## src/pocl_pkg.sv

```systemverilog
// Package for the PWM output chop and lock slice: register map and field layout.
// Assumes an APB slave with 32-bit data; all registers are aligned words.
package pocl_pkg;

   // ---------------------------------------------------------------
   // Register offsets
   // ---------------------------------------------------------------
   localparam logic [7:0] OFF_TIME_BASE  = 8'h00;
   localparam logic [7:0] OFF_OUT_CTRL   = 8'h04;
   localparam logic [7:0] OFF_UNLOCK_KEY = 8'h08;
   localparam logic [7:0] OFF_AUX_CTRL   = 8'h0c;
   localparam logic [7:0] OFF_GEN_CTRL   = 8'h10;
   localparam logic [7:0] OFF_STATUS     = 8'h14;

   // ---------------------------------------------------------------
   // Field positions
   // ---------------------------------------------------------------
   localparam int MODULE_ENABLE_BIT = 15;
   localparam int HIGH_OWN_BIT      = 15;
   localparam int LOW_OWN_BIT       = 14;
   localparam int HIGH_POL_BIT      = 13;
   localparam int LOW_POL_BIT       = 12;
   localparam int FAULT_STATE_LSB   = 4;
   localparam int CL_ENABLE_BIT     = 24;
   localparam int CL_SRC_LSB        = 26;
   localparam int FAULT_MODE_LSB    = 16;
   localparam int FAULT_SRC_LSB     = 19;
   localparam int CHOP_SEL_LSB      = 2;
   localparam int HIGH_CHOP_BIT     = 1;
   localparam int LOW_CHOP_BIT      = 0;
   localparam int DTC_LSB           = 6;

   // ---------------------------------------------------------------
   // Reset values and constants
   // ---------------------------------------------------------------
   localparam logic [31:0] OUT_CTRL_RST  = 32'h0078_0000;
   localparam logic [31:0] OUT_CTRL_MASK = 32'h3d7f_f030;
   localparam logic [31:0] KEY_FIRST     = 32'h0000_abcd;
   localparam logic [31:0] KEY_SECOND    = 32'h0000_4321;
   localparam logic [3:0]  CHOP_MAX_SEL  = 4'hc;
   localparam logic [1:0]  DTC_ON_CODE   = 2'h3;
   localparam int          DTC_FAULT_IN  = 3;
   localparam int          NUM_FAULT_IN  = 15;

   typedef enum logic [1:0] {KEY_IDLE, KEY_GOT_FIRST, KEY_OPEN} pocl_key_t;

   typedef struct packed {
      logic high_own;
      logic low_own;
      logic high_pol;
      logic low_pol;
      logic [1:0] fault_state;
   } pocl_pin_cfg_t;
endpackage

```

## src/pocl_top.sv

```systemverilog
// PWM output pin ownership, fault override, unlock-key protection and chopping.
// Assumes APB master on clk; fault inputs synchronous; pwm_h/pwm_l from the core.
`timescale 1ns/10ps
`default_nettype none

module pocl_top #(
   parameter int NUM_GEN = 12
) (
   // Clock and reset
   input  wire  logic                 clk,
   input  wire  logic                 srst,
   // APB slave
   input  wire  logic                 psel,
   input  wire  logic                 penable,
   input  wire  logic                 pwrite,
   input  wire  logic [7:0]           paddr,
   input  wire  logic [31:0]          pwdata,
   output logic                       pready,
   output logic                       pslverr,
   output logic [31:0]                prdata,
   // Fuse and PWM core
   input  wire  logic                 lock_fuse,
   input  wire  logic                 pwm_h,
   input  wire  logic                 pwm_l,
   input  wire  logic                 chop_clk,
   input  wire  logic [NUM_GEN-1:0]   gen_high_outputs,
   // Shared fault inputs, index 0 is input 1
   input  wire  logic [14:0]          shared_fault_input,
   // Power stage pins
   output logic                       high_output,
   output logic                       low_output,
   output logic                       high_pin_own,
   output logic                       low_pin_own,
   output logic                       fault_active,
   output logic                       current_limit_active,
   output logic                       deadtime_comp_input
);

   // ---------------------------------------------------------------
   // Registers and bus decode
   // ---------------------------------------------------------------
   logic [31:0]         time_base_control_r;
   logic [31:0]         output_control_register_r;
   logic [5:0]          auxiliary_control_r;
   logic [1:0]          deadtime_comp_control_r;
   pocl_pkg::pocl_key_t key_r;
   pocl_pkg::pocl_pin_cfg_t pin_cfg;
   logic                acc;
   logic                wr;
   logic                known;
   logic                out_wr_ok;
   logic                high_raw;
   logic                low_raw;
   logic                chop_sig;
   logic                fault_sel;
   logic                cl_sel;

   assign acc     = psel & penable;
   assign wr      = acc & pwrite;
   assign pready  = 1'b1;
   assign known   = paddr == pocl_pkg::OFF_TIME_BASE || paddr == pocl_pkg::OFF_OUT_CTRL ||
                    paddr == pocl_pkg::OFF_UNLOCK_KEY || paddr == pocl_pkg::OFF_AUX_CTRL ||
                    paddr == pocl_pkg::OFF_GEN_CTRL || paddr == pocl_pkg::OFF_STATUS;
   assign pslverr = acc & ~known;

   // Fault input pick: code n routes input n+1 (index n)
   function automatic logic pick_fault(input logic [14:0] ins, input logic [3:0] code);
      pick_fault = (code < 4'(pocl_pkg::NUM_FAULT_IN)) ? ins[code] : 1'b0;
   endfunction

   // ---------------------------------------------------------------
   // Unlock key sequence
   // ---------------------------------------------------------------
   // Any access other than the expected next one drops the sequence, except a first key write, which always restarts it
   always_ff @(posedge clk) begin
      if (srst) begin
         key_r <= pocl_pkg::KEY_IDLE;
      end else if (acc) begin
         if (wr && paddr == pocl_pkg::OFF_UNLOCK_KEY && pwdata == pocl_pkg::KEY_FIRST) begin
            key_r <= pocl_pkg::KEY_GOT_FIRST;
         end else if (wr && paddr == pocl_pkg::OFF_UNLOCK_KEY &&
                      pwdata == pocl_pkg::KEY_SECOND && key_r == pocl_pkg::KEY_GOT_FIRST) begin
            key_r <= pocl_pkg::KEY_OPEN;
         end else begin
            key_r <= pocl_pkg::KEY_IDLE;
         end
      end
   end

   // Fuse at 1 leaves the register open; a key pair opens it for one access
   assign out_wr_ok = lock_fuse || key_r == pocl_pkg::KEY_OPEN;

   // ---------------------------------------------------------------
   // Register writes
   // ---------------------------------------------------------------
   always_ff @(posedge clk) begin
      if (srst) begin
         output_control_register_r <= pocl_pkg::OUT_CTRL_RST;
      end else if (wr && paddr == pocl_pkg::OFF_OUT_CTRL && out_wr_ok) begin
         output_control_register_r <= pwdata & pocl_pkg::OUT_CTRL_MASK;
      end
   end

   always_ff @(posedge clk) begin
      if (srst) begin
         time_base_control_r <= 32'h0000_0000;
      end else if (wr && paddr == pocl_pkg::OFF_TIME_BASE) begin
         time_base_control_r <= {16'h0000, pwdata[pocl_pkg::MODULE_ENABLE_BIT], 15'h0000};
      end
   end

   always_ff @(posedge clk) begin
      if (srst) begin
         auxiliary_control_r <= 6'h00;
      end else if (wr && paddr == pocl_pkg::OFF_AUX_CTRL) begin
         auxiliary_control_r <= pwdata[5:0];
      end
   end

   always_ff @(posedge clk) begin
      if (srst) begin
         deadtime_comp_control_r <= 2'h0;
      end else if (wr && paddr == pocl_pkg::OFF_GEN_CTRL) begin
         deadtime_comp_control_r <= pwdata[pocl_pkg::DTC_LSB +: 2];
      end
   end

   // ---------------------------------------------------------------
   // Read mux
   // ---------------------------------------------------------------
   always_ff @(posedge clk) begin
      if (srst) begin
         prdata <= 32'h0000_0000;
      end else if (psel && !penable && !pwrite) begin
         case (paddr)
            pocl_pkg::OFF_TIME_BASE:  prdata <= time_base_control_r;
            pocl_pkg::OFF_OUT_CTRL:   prdata <= output_control_register_r;
            pocl_pkg::OFF_AUX_CTRL:   prdata <= {26'h0000000, auxiliary_control_r};
            pocl_pkg::OFF_GEN_CTRL:   prdata <= {24'h000000, deadtime_comp_control_r, 6'h00};
            pocl_pkg::OFF_STATUS:     prdata <= {27'h0000000, key_r == pocl_pkg::KEY_OPEN,
                                                 deadtime_comp_input, current_limit_active,
                                                 fault_active, lock_fuse};
            default:                  prdata <= 32'h0000_0000;
         endcase
      end
   end

   // ---------------------------------------------------------------
   // Fault, current limit and compensation routing
   // ---------------------------------------------------------------
   assign fault_sel = pick_fault(shared_fault_input,
                      output_control_register_r[pocl_pkg::FAULT_SRC_LSB +: 4]);
   assign cl_sel    = pick_fault(shared_fault_input,
                      output_control_register_r[pocl_pkg::CL_SRC_LSB +: 4]);

   always_ff @(posedge clk) begin
      if (srst) begin
         fault_active         <= 1'b0;
         current_limit_active <= 1'b0;
         deadtime_comp_input  <= 1'b0;
      end else begin
         // Fault mode field value 3 disables the fault override
         fault_active <= fault_sel &&
                         output_control_register_r[pocl_pkg::FAULT_MODE_LSB +: 2] != 2'h3;
         current_limit_active <= cl_sel && output_control_register_r[pocl_pkg::CL_ENABLE_BIT];
         deadtime_comp_input <= deadtime_comp_control_r == pocl_pkg::DTC_ON_CODE &&
                                shared_fault_input[pocl_pkg::DTC_FAULT_IN-1];
      end
   end

   // ---------------------------------------------------------------
   // Output pins
   // ---------------------------------------------------------------
   assign pin_cfg = '{high_own:    output_control_register_r[pocl_pkg::HIGH_OWN_BIT],
                      low_own:     output_control_register_r[pocl_pkg::LOW_OWN_BIT],
                      high_pol:    output_control_register_r[pocl_pkg::HIGH_POL_BIT],
                      low_pol:     output_control_register_r[pocl_pkg::LOW_POL_BIT],
                      fault_state: output_control_register_r[pocl_pkg::FAULT_STATE_LSB +: 2]};

   // Chop source 0 is the chop clock, 1..12 pick a generator high output
   always_comb begin
      chop_sig = 1'b0;
      if (auxiliary_control_r[5:2] == 4'h0) begin
         chop_sig = chop_clk;
      end else if (auxiliary_control_r[5:2] <= pocl_pkg::CHOP_MAX_SEL &&
                   int'(auxiliary_control_r[5:2]) <= NUM_GEN) begin
         chop_sig = gen_high_outputs[auxiliary_control_r[5:2] - 4'h1];
      end
   end

   // Fault wins over current limit; current limit forces both inactive
   always_comb begin
      if (fault_active) begin
         high_raw = pin_cfg.fault_state[1] ^ pin_cfg.high_pol;
         low_raw  = pin_cfg.fault_state[0] ^ pin_cfg.low_pol;
      end else if (current_limit_active) begin
         high_raw = pin_cfg.high_pol;
         low_raw  = pin_cfg.low_pol;
      end else begin
         high_raw = (auxiliary_control_r[pocl_pkg::HIGH_CHOP_BIT] ? pwm_h & chop_sig : pwm_h)
                    ^ pin_cfg.high_pol;
         low_raw  = (auxiliary_control_r[pocl_pkg::LOW_CHOP_BIT] ? pwm_l & chop_sig : pwm_l)
                    ^ pin_cfg.low_pol;
      end
   end

   always_ff @(posedge clk) begin
      if (srst) begin
         high_output  <= 1'b0;
         low_output   <= 1'b0;
         high_pin_own <= 1'b0;
         low_pin_own  <= 1'b0;
      end else begin
         high_output  <= high_raw;
         low_output   <= low_raw;
         high_pin_own <= pin_cfg.high_own;
         low_pin_own  <= pin_cfg.low_own;
      end
   end

   // ---------------------------------------------------------------
   // Checks
   // ---------------------------------------------------------------
   chk_locked_write: assert property (@(posedge clk) disable iff (srst)
      wr && paddr == pocl_pkg::OFF_OUT_CTRL && !lock_fuse && key_r != pocl_pkg::KEY_OPEN
      |=> $stable(output_control_register_r))
      else $error("locked output control changed");
   chk_key_open: assert property (@(posedge clk) disable iff (srst)
      $rose(key_r == pocl_pkg::KEY_OPEN) |-> $past(pwdata) == pocl_pkg::KEY_SECOND)
      else $error("unlock without second key");
   chk_key_drop: assert property (@(posedge clk) disable iff (srst)
      key_r == pocl_pkg::KEY_OPEN && acc |=> key_r != pocl_pkg::KEY_OPEN)
      else $error("unlock outlived one access");
   chk_aux_zero: assert property (@(posedge clk) disable iff (srst)
      $past(psel && !penable && !pwrite && paddr == pocl_pkg::OFF_AUX_CTRL)
      |-> prdata[31:6] == 26'h0)
      else $error("aux upper bits not zero");
   chk_own_follow: assert property (@(posedge clk) disable iff (srst)
      ##1 high_pin_own == $past(output_control_register_r[pocl_pkg::HIGH_OWN_BIT]))
      else $error("high ownership mismatch");
   chk_fault_drive: assert property (@(posedge clk) disable iff (srst)
      fault_active |=> high_output == $past(pin_cfg.fault_state[1] ^ pin_cfg.high_pol))
      else $error("fault level wrong");
   chk_dtc_route: assert property (@(posedge clk) disable iff (srst)
      deadtime_comp_control_r == 2'h3 && shared_fault_input[2] |=> deadtime_comp_input)
      else $error("compensation input missed");
   chk_chop_gate: assert property (@(posedge clk) disable iff (srst)
      !fault_active && !current_limit_active && auxiliary_control_r[1] && !chop_sig
      && !pin_cfg.high_pol |=> !high_output)
      else $error("chop did not gate high");
   chk_fault_pick: assert property (@(posedge clk) disable iff (srst)
      output_control_register_r[22:19] == 4'h7 |-> fault_sel == shared_fault_input[7])
      else $error("fault source wrong");

   // Key sequence and write protection
   chk_key_first: assert property (@(posedge clk) disable iff (srst)
      $rose(key_r == pocl_pkg::KEY_GOT_FIRST) |-> $past(pwdata) == pocl_pkg::KEY_FIRST)
      else $error("first key state without first key");
   chk_open_write: assert property (@(posedge clk) disable iff (srst)
      wr && paddr == pocl_pkg::OFF_OUT_CTRL && out_wr_ok
      |=> output_control_register_r == $past(pwdata & pocl_pkg::OUT_CTRL_MASK))
      else $error("open output control write lost");

   // Pin levels and ownership
   chk_low_own: assert property (@(posedge clk) disable iff (srst)
      ##1 low_pin_own == $past(output_control_register_r[pocl_pkg::LOW_OWN_BIT]))
      else $error("low ownership mismatch");
   chk_cl_force: assert property (@(posedge clk) disable iff (srst)
      current_limit_active && !fault_active
      |=> high_output == $past(pin_cfg.high_pol) && low_output == $past(pin_cfg.low_pol))
      else $error("current limit level wrong");
   chk_low_chop: assert property (@(posedge clk) disable iff (srst)
      !fault_active && !current_limit_active && auxiliary_control_r[0] && !chop_sig
      && !pin_cfg.low_pol |=> !low_output)
      else $error("chop did not gate low");
   chk_chop_reserved: assert property (@(posedge clk) disable iff (srst)
      auxiliary_control_r[5:2] > pocl_pkg::CHOP_MAX_SEL |-> !chop_sig)
      else $error("reserved chop code passed a signal");

   // Source routing
   chk_cl_pick: assert property (@(posedge clk) disable iff (srst)
      output_control_register_r[29:26] == 4'h6 |-> cl_sel == shared_fault_input[6])
      else $error("current limit source wrong");
   chk_dtc_off: assert property (@(posedge clk) disable iff (srst)
      deadtime_comp_control_r != pocl_pkg::DTC_ON_CODE |=> !deadtime_comp_input)
      else $error("compensation input without enable");

endmodule

`default_nettype wire

```

## config.mk

```make
export PLATFORM = sky130hd
export DESIGN_NAME = pocl_top
export DESIGN_NICKNAME = d
export VERILOG_FILES = /design/src/pocl_pkg.sv /design/src/pocl_top.sv
export SDC_FILE = /design/constraint.sdc
export NUM_CORES = 1
export LEC_CHECK = 0
export ABC_AREA = 1
export BUFFER_PORTS_ARGS = -buffer_cell sky130_fd_sc_hd__buf_4
export CORE_ASPECT_RATIO = 0.6
export CORE_MARGIN = 1.5
export CORE_UTILIZATION = 53
export DETAILED_ROUTE_END_ITERATION = 16
export PLACE_DENSITY = 0.84
export SYNTH_ARGS = -nofsm -noshare
export SYNTH_HDL_FRONTEND = slang
export SYNTH_SLANG_ARGS = --single-unit
export TNS_END_PERCENT = 20
```

## constraint.sdc

```tcl
create_clock -name clk -period 3.3 [get_ports clk]
set_clock_uncertainty 0.1 [all_clocks]
set_input_delay 0.165 -clock clk [delete_from_list [all_inputs] [get_ports clk]]
set_output_delay 0.165 -clock clk [all_outputs]
set_load 0.02 [all_outputs]
```

==> results.json, run 1 <==
{
  "status": "completed",
  "critPathMostFrequentCell": "nand3_1",
  "drc_errors": 0,
  "p_leak_nw": 1.739,
  "critPathMaxStageDelay_ns": 0.48,
  "fin_crit_sh": 0.6951,
  "clkSlewWorstSetupHoldPaths_ns": 0.07,
  "drive_gt1_frac": 0.2555,
  "clock_latency_ns": 0.34,
  "placementRows": 21,
  "die_x_um": 100.7,
  "hpwlAfterDp_um": 6994,
  "initial_core_util": 0.5475,
  "io_buffers": 107,
  "cts_tree": "done",
  "async_flop_share": 0,
  "cap_violations": 0,
  "cts_max_level": 3,
  "ys_seq_area_frac": 0.3957,
  "dr_total_vias": 3438,
  "core_sq_um": 5544,
  "tightestPinTransition_ns": 0.7558,
  "ys_types": 31,
  "arrival_ns": 2.42,
  "grt_pass1_vias": 2970,
  "hold_depth": 3,
  "postLayoutCoreUtil": 0.7429,
  "synth_common_cells": "85 x nand2_1, 60 x dfxtp_1, 54 x nand3_1, 50 x a21oi_1, 38 x inv_1",
  "nets": 621,
  "hold_path_class": "in2reg",
  "critPathKind": "reg2reg",
  "pre_cts_slack_ns": 1.012,
  "area_growth_pct": 35.70,
  "finalSetupViolations": 0,
  "ys.flop_type": "dfxtp_1",
  "placed_cells": 602,
  "relSlewSlack": 0.4945,
  "yosysTopAreaCell": "dfxtp_1",
  "worstPathCellList": "inv_1 > ha_1 > inv_1 > nand3_1 > nand3_1 > a21oi_1 > nand2_1 > nand3_1 > nand2_1 > a21oi_1 > nor2_1",
  "synth_cells": 435,
  "hold_viol_final": 0,
  "avgSynthCellArea_sq_um": 6.978,
  "synth.ff_latch_count": 60,
  "cp-end-kind": "register",
  "cts_sinks": 60,
  "wl_per_cell_um": 15.09,
  "grt_antenna_before_repair": 0,
  "post-cts-setup-buffer-count": 0,
  "grt_overflow": 0,
  "cts_resized": 0,
  "cp_slowest_cell": "dfxtp_1",
  "synth.area.top_cells": "dfxtp_1 40%, nand2_1 11%, nand3_1 8.9%, a21oi_1 8.2%, inv_1 4.7%",
  "ys_warn_count": 0,
  "dr.pass1.iters": 6,
  "cts-buffers-inserted": 9,
  "pin_count": 117,
  "syn_area_sq_um": 3035,
  "fin_area_sq_um": 4119,
  "rrSetupSlack_ns": 1.01,
  "powerDensity_nw_per_um2": 373.4,
  "rsz0062_at_grt": "false",
  "worst-path-max-fanout": 11,
  "peakVddDrop_mv": 0.2923,
  "cp_num_buf_inv": 2,
  "die_y_um": 61.62,
  "slew_violations": 0,
  "grtUsageTotal": 0.3043,
  "worst_r2r_path_depth": 11,
  "cts.path.max_buffers": 2,
  "postLayoutSetupSlackWorst_ns": 1.006,
  "postCtsHoldBufs": 11,
  "diodes": 0,
  "final_cells": 628,
  "worstHoldStart": "pwdata[27]",
  "p_total_mw": 1.538,
  "r2r-end": "low_output",
  "initialDrtViolationCount": 381,
  "setup_tns_ns": 0,
  "crit_family": "simple AND/OR/NAND/NOR gates",
  "synth_most_common_cell": "nand2_1",
  "dieArea_sq_um": 6205,
  "wl_um": 9474,
  "synth_edf_count": 0,
  "gp_congestion": 0.9464,
  "period_needed_ns": 2.294,
  "start_kind": "register",
  "grt_max_degree": 37,
  "crit_required_ns": 3.42,
  "whs_ns": 0.001574,
  "ant_nets": 0,
  "grt_first_pass_wirelength_um": 14240,
  "root_buffer": "clkbuf_8",
  "r2r_start": "auxiliary_control_r[2]",
  "max_freq_ghz": 0.4360,
  "via_per_inst": 5.475,
  "hold_path_end": "output_control_register_r[27]",
  "synth_top_area_share": 0.3957,
  "placed_cell_area_sq_um": 3819
}
[worst max path at each step]
stage,start,endpoint,slack [ns],depth (start not counted)
5_1_grt,auxiliary_control_r[2],low_output,0.85,12
4_1_cts,auxiliary_control_r[2],low_output,1.08,11
2_1_floorplan,auxiliary_control_r[2],high_output,1.50,12
3_3_place_gp,paddr[5],output_control_register_r[28],1.09,9
3_5_place_dp,paddr[7],output_control_register_r[29],1.01,9
6_report,auxiliary_control_r[2],low_output,1.01,11
[cell usage in the layout, fill, tap and decap left out, types with 10 or more instances in the layout]
| cell | Yosys | routed |
|---|---|---|
| buf_4 | 10 | 108 |
| o21ai_0 | 28 | 28 |
| a21oi_1 | 50 | 50 |
| nand2_1 | 85 | 85 |
| inv_1 | 38 | 38 |
| nand3_1 | 54 | 54 |
| dlygate4sd3_1 | 0 | 11 |
| clkbuf_8 | 0 | 10 |
| dfxtp_1 | 60 | 60 |
| nor2_1 | 33 | 33 |
[per-layer routing]
metal / global-route usage / vias to the layer above / part of all wire
met2: 0.4334 / 223 / 0.41
met4: 0.08652 / 0 / 0.015
li1: - / 1673 / -
met1: 0.4480 / 1521 / 0.46
met3: 0.08286 / 21 / 0.12
met5: 0.01538 / - / 0
[power breakdown]
| group | switching (mW) | total (mW) | internal (mW) |
|---|---|---|---|
| clock | 0.287 | 0.647 | 0.361 |
| combinational | 0.0818 | 0.164 | 0.0825 |
| sequential | 0.000775 | 0.726 | 0.725 |
[registers in the layout, summed over array words and instances (netlist names), 2 cells and up]
register / flops
deadtime_comp_control_r: 2
output_control_register_r: 18
key_r: 2
auxiliary_control_r: 6
prdata: 24
[final cells by class]
class / count / area (sq um)
clock buffer: 10 / 137.6
clock inverter: 5 / 52.55
fill: 424 / 1425
inverter: 42 / 157.7
multi-input combinational: 312 / 1549
sequential: 60 / 1201
tap: 80 / 100.1
timing repair buffer: 119 / 920.9
[cells by family (layout without fill, tap and decap cells)]
family | Yosys count | after routing | synth area share
flops | 60 | 60 | 0.3957
buf+inv | 70 | 176 | 0.1026
simple gates | 206 | 206 | 0.3153
fa+ha+maj | 1 | 1 | 0.004121
other cells | 2 | 9 | 0.002474
compound gates | 96 | 96 | 0.1797
[tightest hold or removal path: stages]
cell and delay, ns:
buf_4 0.10, inv_1 0.06, a21oi_1 0.06
(Power assumes the default switching activity.)
==> run 2, diff against run 1 <==
Settings changed: ABC_AREA 1 to 0, CORE_UTILIZATION 53 to 44, PLACE_DENSITY 0.84 to 0.74.
Clock period 3.3 ns to 2.1 ns, I/O delays scaled along.
==> run 2 against run 1 <==
- the run now ends with setup timing left
- final cell count is 9.7% lower
- sequential share of layout area fell by 1.7 points
- hold slack better by 0.069 ns
- utilization is 4.9 points lower
- design area rose by 6.6%
- critical endpoint is now high_output
- largest cell class unchanged
- largest power group is now the clock network
==> results.json, run 2 <==
{
  "die_x_um": 109.3,
  "drive_gt1_frac": 0.3292,
  "worst_r2r_path_depth": 8,
  "final_common_cell": "buf_4",
  "cp-end-kind": "register",
  "area_growth_pct": 47.19,
  "rsz0062_at_grt": "true",
  "cts-buffers-inserted": 9,
  "initialDrtViolationCount": 283,
  "hold_depth": 4,
  "grt_first_pass_wirelength_um": 14940,
  "violations": "setup timing",
  "cap_violations": 0,
  "status": "complete, but fails checks",
  "placementRows": 22,
  "r2r_start": "auxiliary_control_r[2]",
  "synth_edf_count": 0,
  "synth_top_area_share": 0.4027,
  "clkSlewWorstSetupHoldPaths_ns": 0.05,
  "root_buffer": "clkbuf_16",
  "p_leak_nw": 1.797,
  "fin_area_sq_um": 4390,
  "dieArea_sq_um": 7298,
  "powerDensity_nw_per_um2": 616.2,
  "initial_core_util": 0.4711,
  "post-cts-setup-buffer-count": 0,
  "cts.path.max_buffers": 2,
  "critPathKind": "reg2reg",
  "postLayoutCoreUtil": 0.6935,
  "pin_count": 117,
  "dr_total_vias": 3138,
  "pre_cts_slack_ns": -0.2504,
  "wl_um": 9676,
  "cts_tree": "done",
  "crit_required_ns": 2.21,
  "synth_cells": 349,
  "hpwlAfterDp_um": 6725,
  "wl_per_cell_um": 17.07,
  "peakVddDrop_mv": 0.3855,
  "fin_crit_sh": 1.072,
  "gp_congestion": 0.8883,
  "nets": 556,
  "diodes": 0,
  "die_y_um": 66.78,
  "r2r-end": "high_output",
  "grt_pass1_vias": 2912,
  "grt_max_degree": 63,
  "ant_nets": 0,
  "p_total_mw": 2.705,
  "worst-path-max-fanout": 6,
  "period_needed_ns": 2.252,
  "ys_warn_count": 0,
  "drc_errors": 0,
  "hold_viol_final": 0,
  "synth.area.top_cells": "dfxtp_1 40%, nand2_1 7.6%, a22oi_1 6.0%, mux4_2 6.0%, a21oi_1 5.7%",
  "finalSetupViolations": 2,
  "tightestPinTransition_ns": 0.7765,
  "hold_path_class": "in2reg",
  "grtUsageTotal": 0.2787,
  "arrival_ns": 2.36,
  "synth.ff_latch_count": 60,
  "syn_area_sq_um": 2983,
  "slew_violations": 0,
  "postLayoutSetupSlackWorst_ns": -0.1521,
  "avgSynthCellArea_sq_um": 8.547,
  "start_kind": "register",
  "grt_overflow": 0,
  "ys_types": 48,
  "met2WireLength_um": 4291,
  "nFillCells": 497,
  "max_freq_ghz": 0.4440,
  "core_sq_um": 6331,
  "wl_met1_um": 4261,
  "async_flop_share": 0,
  "io_buffers": 107,
  "hold_path_end": "time_base_control_r[15]",
  "relSlewSlack": 0.4811,
  "dr.pass1.iters": 5,
  "top_register": "prdata",
  "via_per_inst": 5.534,
  "placed_cell_area_sq_um": 3841,
  "dr_wl_met3_um": 982,
  "largest_reg_flops": 24,
  "yosysTopAreaCell": "dfxtp_1",
  "rrSetupSlack_ns": -0.15,
  "placed_cells": 527,
  "grt_antenna_before_repair": 0,
  "worstHoldStart": "paddr[3]",
  "top_regs": "prdata (24), output_control_register_r (18), auxiliary_control_r (6)",
  "clock_latency_ns": 0.32,
  "cts_max_level": 3,
  "layout_common_cells": "118 x buf_4, 60 x nand2_1, 58 x dfxtp_1",
  "final_cells": 567,
  "ys_seq_area_frac": 0.4027,
  "cts_sinks": 60,
  "ys.flop_type": "dfxtp_1",
  "synth_common_cells": "60 x dfxtp_1, 60 x nand2_1, 38 x nor2_1, 34 x a21oi_1, 24 x a22oi_1",
  "top_layer": "met4"
}
## run 2: cell count changes after synthesis, sizes merged, moves of 6 or more
| cell | previous run | this run |
|---|---|---|
| mux4 | 0 | 8 |
| inv | 42 | 7 |
| nand2 | 86 | 60 |
| a22oi | 0 | 24 |
| o21ai | 31 | 3 |
| mux2i | 0 | 6 |
| nor2b | 0 | 7 |
| a21oi | 50 | 34 |
| nand3 | 55 | 15 |
## run 2: cells by family after synthesis
group                    count (synthesis)  synth area share
flip-flops                              60            0.4027
buffers and inverters                   38           0.06795
AND/OR/NAND/NOR                        152            0.2513
AO/OA/AOI/OAI                           77            0.1695
multiplexers                            19            0.1019
other                                    2          0.002518
adder cells (fa/ha/maj)                  1          0.004194
## run 2: repair_timing
item	in CTS	in global routing
hold buffers	25	0
pin swaps	0	0
endpoints found under the hold margin	28	0
resized for setup	6	1
endpoints found under the setup margin	2	2
## run 2: stage by stage
stage,TNS (ns),hold slack [ns]
2_1_floorplan,-0.2663,0.1292
3_3_place_gp,-0.1797,0.2299
3_5_place_dp,-0.4834,0.2311
4_1_cts,-0.3048,0.05957
5_1_grt,-0.4724,0.06874
6_report,-0.2965,0.07099
## run 2: worst max-delay path by stage
| stage | start | to | depth (start not counted) |
|---|---|---|---|
| after CTS | auxiliary_control_r[2] | high_output | 8 |
| final | auxiliary_control_r[2] | high_output | 8 |
| after floorplan | auxiliary_control_r[2] | high_output | 10 |
| after detailed placement | auxiliary_control_r[3] | high_output | 8 |
| after global placement | auxiliary_control_r[3] | high_output | 8 |
| after global routing | auxiliary_control_r[2] | low_output | 8 |
## run 2: final cells by class
cell class	count	area, sq um	area share
tap	84	105.1	0.02394
clock buffer	10	229.0	0.05215
multi-input combinational	258	1658	0.3776
timing repair buffer	143	1136	0.2588
sequential	60	1204	0.2742
inverter	7	28.78	0.006555
clock inverter	5	30.03	0.006840
## run 2: critical path: stages (launching register included)
cell and delay, ns:
dfxtp_2 0.34, inv_4 0.04, ha_4 0.31, mux2i_1 0.10
mux2_4 0.31, a221oi_4 0.30, o32ai_2 0.14, a41oi_2 0.18
mux2_4 0.32
## run 2: power by group
part	switching, mW	internal (mW)
Clock	0.494	0.783
Sequential	0.000998	1.14
Combinational	0.126	0.160
Total	0.621	2.08
## run 2: layer usage
| layer | global-route usage | vias to the layer above |
|---|---|---|
| li1 | - | 1491 |
| met1 | 0.3844 | 1472 |
| met2 | 0.4156 | 156 |
| met3 | 0.09491 | 19 |
| met4 | 0.07143 | 0 |
| met5 | 0 | - |
==> run 3, diff against run 2 <==
Settings changed: BUFFER_PORTS_ARGS -buffer_cell sky130_fd_sc_hd__buf_4 to -buffer_cell sky130_fd_sc_hd__buf_2, PLACE_DENSITY 0.74 to 0.76.
==> run 3 against run 2 <==
- the flow still finishes with violations (setup timing)
- final cell count is 0.53% higher
- total power rose by 0.93%
- via count up 0.57%
- clock-buffer cell count rose by 3
- first-iteration DRC count rose by 12%
- wire length is 3.3% lower
- fmax increased by 2.5%
- critical path type unchanged
- largest power group unchanged
==> results.json, run 3 (same netlist as run 2, synthesis figures left out) <==
{
  "p_total_mw": 2.730,
  "clkPwrFrac": 0.489,
  "rsz0062_at_grt": "true",
  "cts-buffers-inserted": 9,
  "io_buffers": 107,
  "crit_family": "multiplexers",
  "arrival_ns": 2.31,
  "tightestPinTransition_ns": 0.5594,
  "largest_reg_flops": 24,
  "final_cells": 570,
  "layout_common_cells": "107 x buf_2, 60 x nand2_1, 58 x dfxtp_1",
  "cts_sinks": 60,
  "p_leak_nw": 1.741,
  "violations": "setup timing",
  "grtUsageTotal": 0.2694,
  "status": "complete, but fails checks",
  "via_per_inst": 5.537,
  "hold_path_class": "in2reg",
  "slew_violations": 0,
  "start_kind": "register",
  "peakVddDrop_mv": 0.3758,
  "die_y_um": 66.78,
  "pin_count": 117,
  "worst-path-max-fanout": 6,
  "p_int_mw": 2.116,
  "hpwlAfterDp_um": 6671,
  "postLayoutSetupSlackWorst_ns": -0.09818,
  "drc_errors": 0,
  "seqPwrFrac": 0.419,
  "final_common_cell": "buf_2",
  "wl_per_cell_um": 16.42,
  "pre_cts_slack_ns": -0.1164,
  "crit_required_ns": 2.21,
  "postLayoutCoreUtil": 0.6555,
  "grt_first_pass_wirelength_um": 14430,
  "drive_gt1_frac": 0.3292,
  "swShare": 0.2249,
  "period_needed_ns": 2.198,
  "hold_depth": 4,
  "hold_viol_final": 0,
  "fin_area_sq_um": 4150,
  "initialDrtViolationCount": 316,
  "fin_crit_sh": 1.047,
  "worstPathCellList": "inv_4 > ha_4 > mux2i_1 > mux2_4 > a221oi_2 > o32ai_2 > a41oi_2 > mux2_4",
  "cap_violations": 0,
  "worst_r2r_path_depth": 8,
  "grt_overflow": 0,
  "area_growth_pct": 39.14,
  "ant_nets": 0,
  "initial_core_util": 0.4711,
  "critPathKind": "reg2reg",
  "clkSlewWorstSetupHoldPaths_ns": 0.05,
  "cts_max_level": 3,
  "powerDensity_nw_per_um2": 657.9,
  "critPathMostFrequentCell": "mux2_4",
  "combPwrFrac": 0.092,
  "grt_max_degree": 32,
  "die_x_um": 109.3,
  "dieArea_sq_um": 7298,
  "dr.pass1.iters": 5,
  "finalSetupViolations": 2,
  "critPathMaxStageDelay_ns": 0.35,
  "cts_tree": "done",
  "clock_latency_ns": 0.32,
  "cp_slowest_cell": "dfxtp_2",
  "top_register": "prdata",
  "cp_num_buf_inv": 1,
  "power_switching_uw": 614.0,
  "placed_cell_area_sq_um": 3588,
  "nFillCells": 536,
  "placementRows": 22,
  "placed_cells": 529,
  "nets": 559,
  "cp-end-kind": "register",
  "worstSetupPathDepth": 8,
  "root_buffer": "clkbuf_16",
  "cts.path.max_buffers": 2,
  "relSlewSlack": 0.6242,
  "diodes": 0,
  "grt_pass1_vias": 2926,
  "grt_antenna_before_repair": 0,
  "core_sq_um": 6331,
  "dr_total_vias": 3156,
  "wl_um": 9357,
  "gp_congestion": 0.9442,
  "max_freq_ghz": 0.4549,
  "top_regs": "prdata (24), output_control_register_r (18), auxiliary_control_r (6)"
}
[run 3: cell count changes in the layout (fill, tap and decap cells not counted), sizes merged]
cell,change
clkbuf,+3
buf,+3
clkinvlp,-2
clkinv,-1
[run 3: worst paths after layout]
path,startpoint,end,slack [ns]
setup / recovery,auxiliary_control_r[2],high_output,-0.1
hold / removal,paddr[0],prdata[7],0.07
setup reg to reg,auxiliary_control_r[2],high_output,-0.1
hold reg to reg,prdata[7],prdata[7],0.35
[run 3: stage by stage]
stage,hold WS [ns],setup TNS [ns]
floorplan,0.1292,-0.2663
global placement,0.2403,-0.1396
detailed placement,0.2400,-0.2319
CTS,0.05923,-0.1542
global route,0.08496,-0.3871
finish,0.06607,-0.1813
[run 3: routing by layer]
metal,wire [um],global-route usage,vias to the layer above
li1,-,-,1495
met1,4233,0.3794,1475
met5,0,0,-
met3,1022,0.07143,17
met4,162,0.1006,0
met2,3938,0.3922,169
[run 3: layout make-up]
cell class	instances	area, sq um	share of cell area
Tap cell	84	105.1	0.02532
Sequential cell	60	1204	0.2900
Inverter	7	28.78	0.006934
Multi-Input combinational cell	258	1652	0.3979
Timing Repair Buffer	146	890.9	0.2147
Clock inverter	2	10.01	0.002412
Clock buffer	13	260.3	0.06271
[run 3: worst register-to-register path, cell delays in order, from the launching register on]
cell and delay (ns):
dfxtp_2 0.35, inv_4 0.04, ha_4 0.31, mux2i_1 0.08, mux2_4 0.28, a221oi_2 0.27, o32ai_2 0.13, a41oi_2 0.20
mux2_4 0.31
[run 3: repair_timing]
item,in CTS,in global routing
buffers inserted,1,0
setup endpoints to repair,2,2
endpoints found under the hold margin,28,0
pin swaps,5,0
gates resized for setup,5,1
hold buffers,25,0
[run 3: power by group through the flow]
stage / Clock, mW / Sequential (mW) / Combinational, mW
finish: 1.34 / 1.14 / 0.251
detailed placement: 0 / 1.17 / 0.204
global route: 1.41 / 1.14 / 0.270
floorplan: 0 / 1.17 / 0.0977
CTS: 1.35 / 1.14 / 0.244
global placement: 0 / 1.17 / 0.200
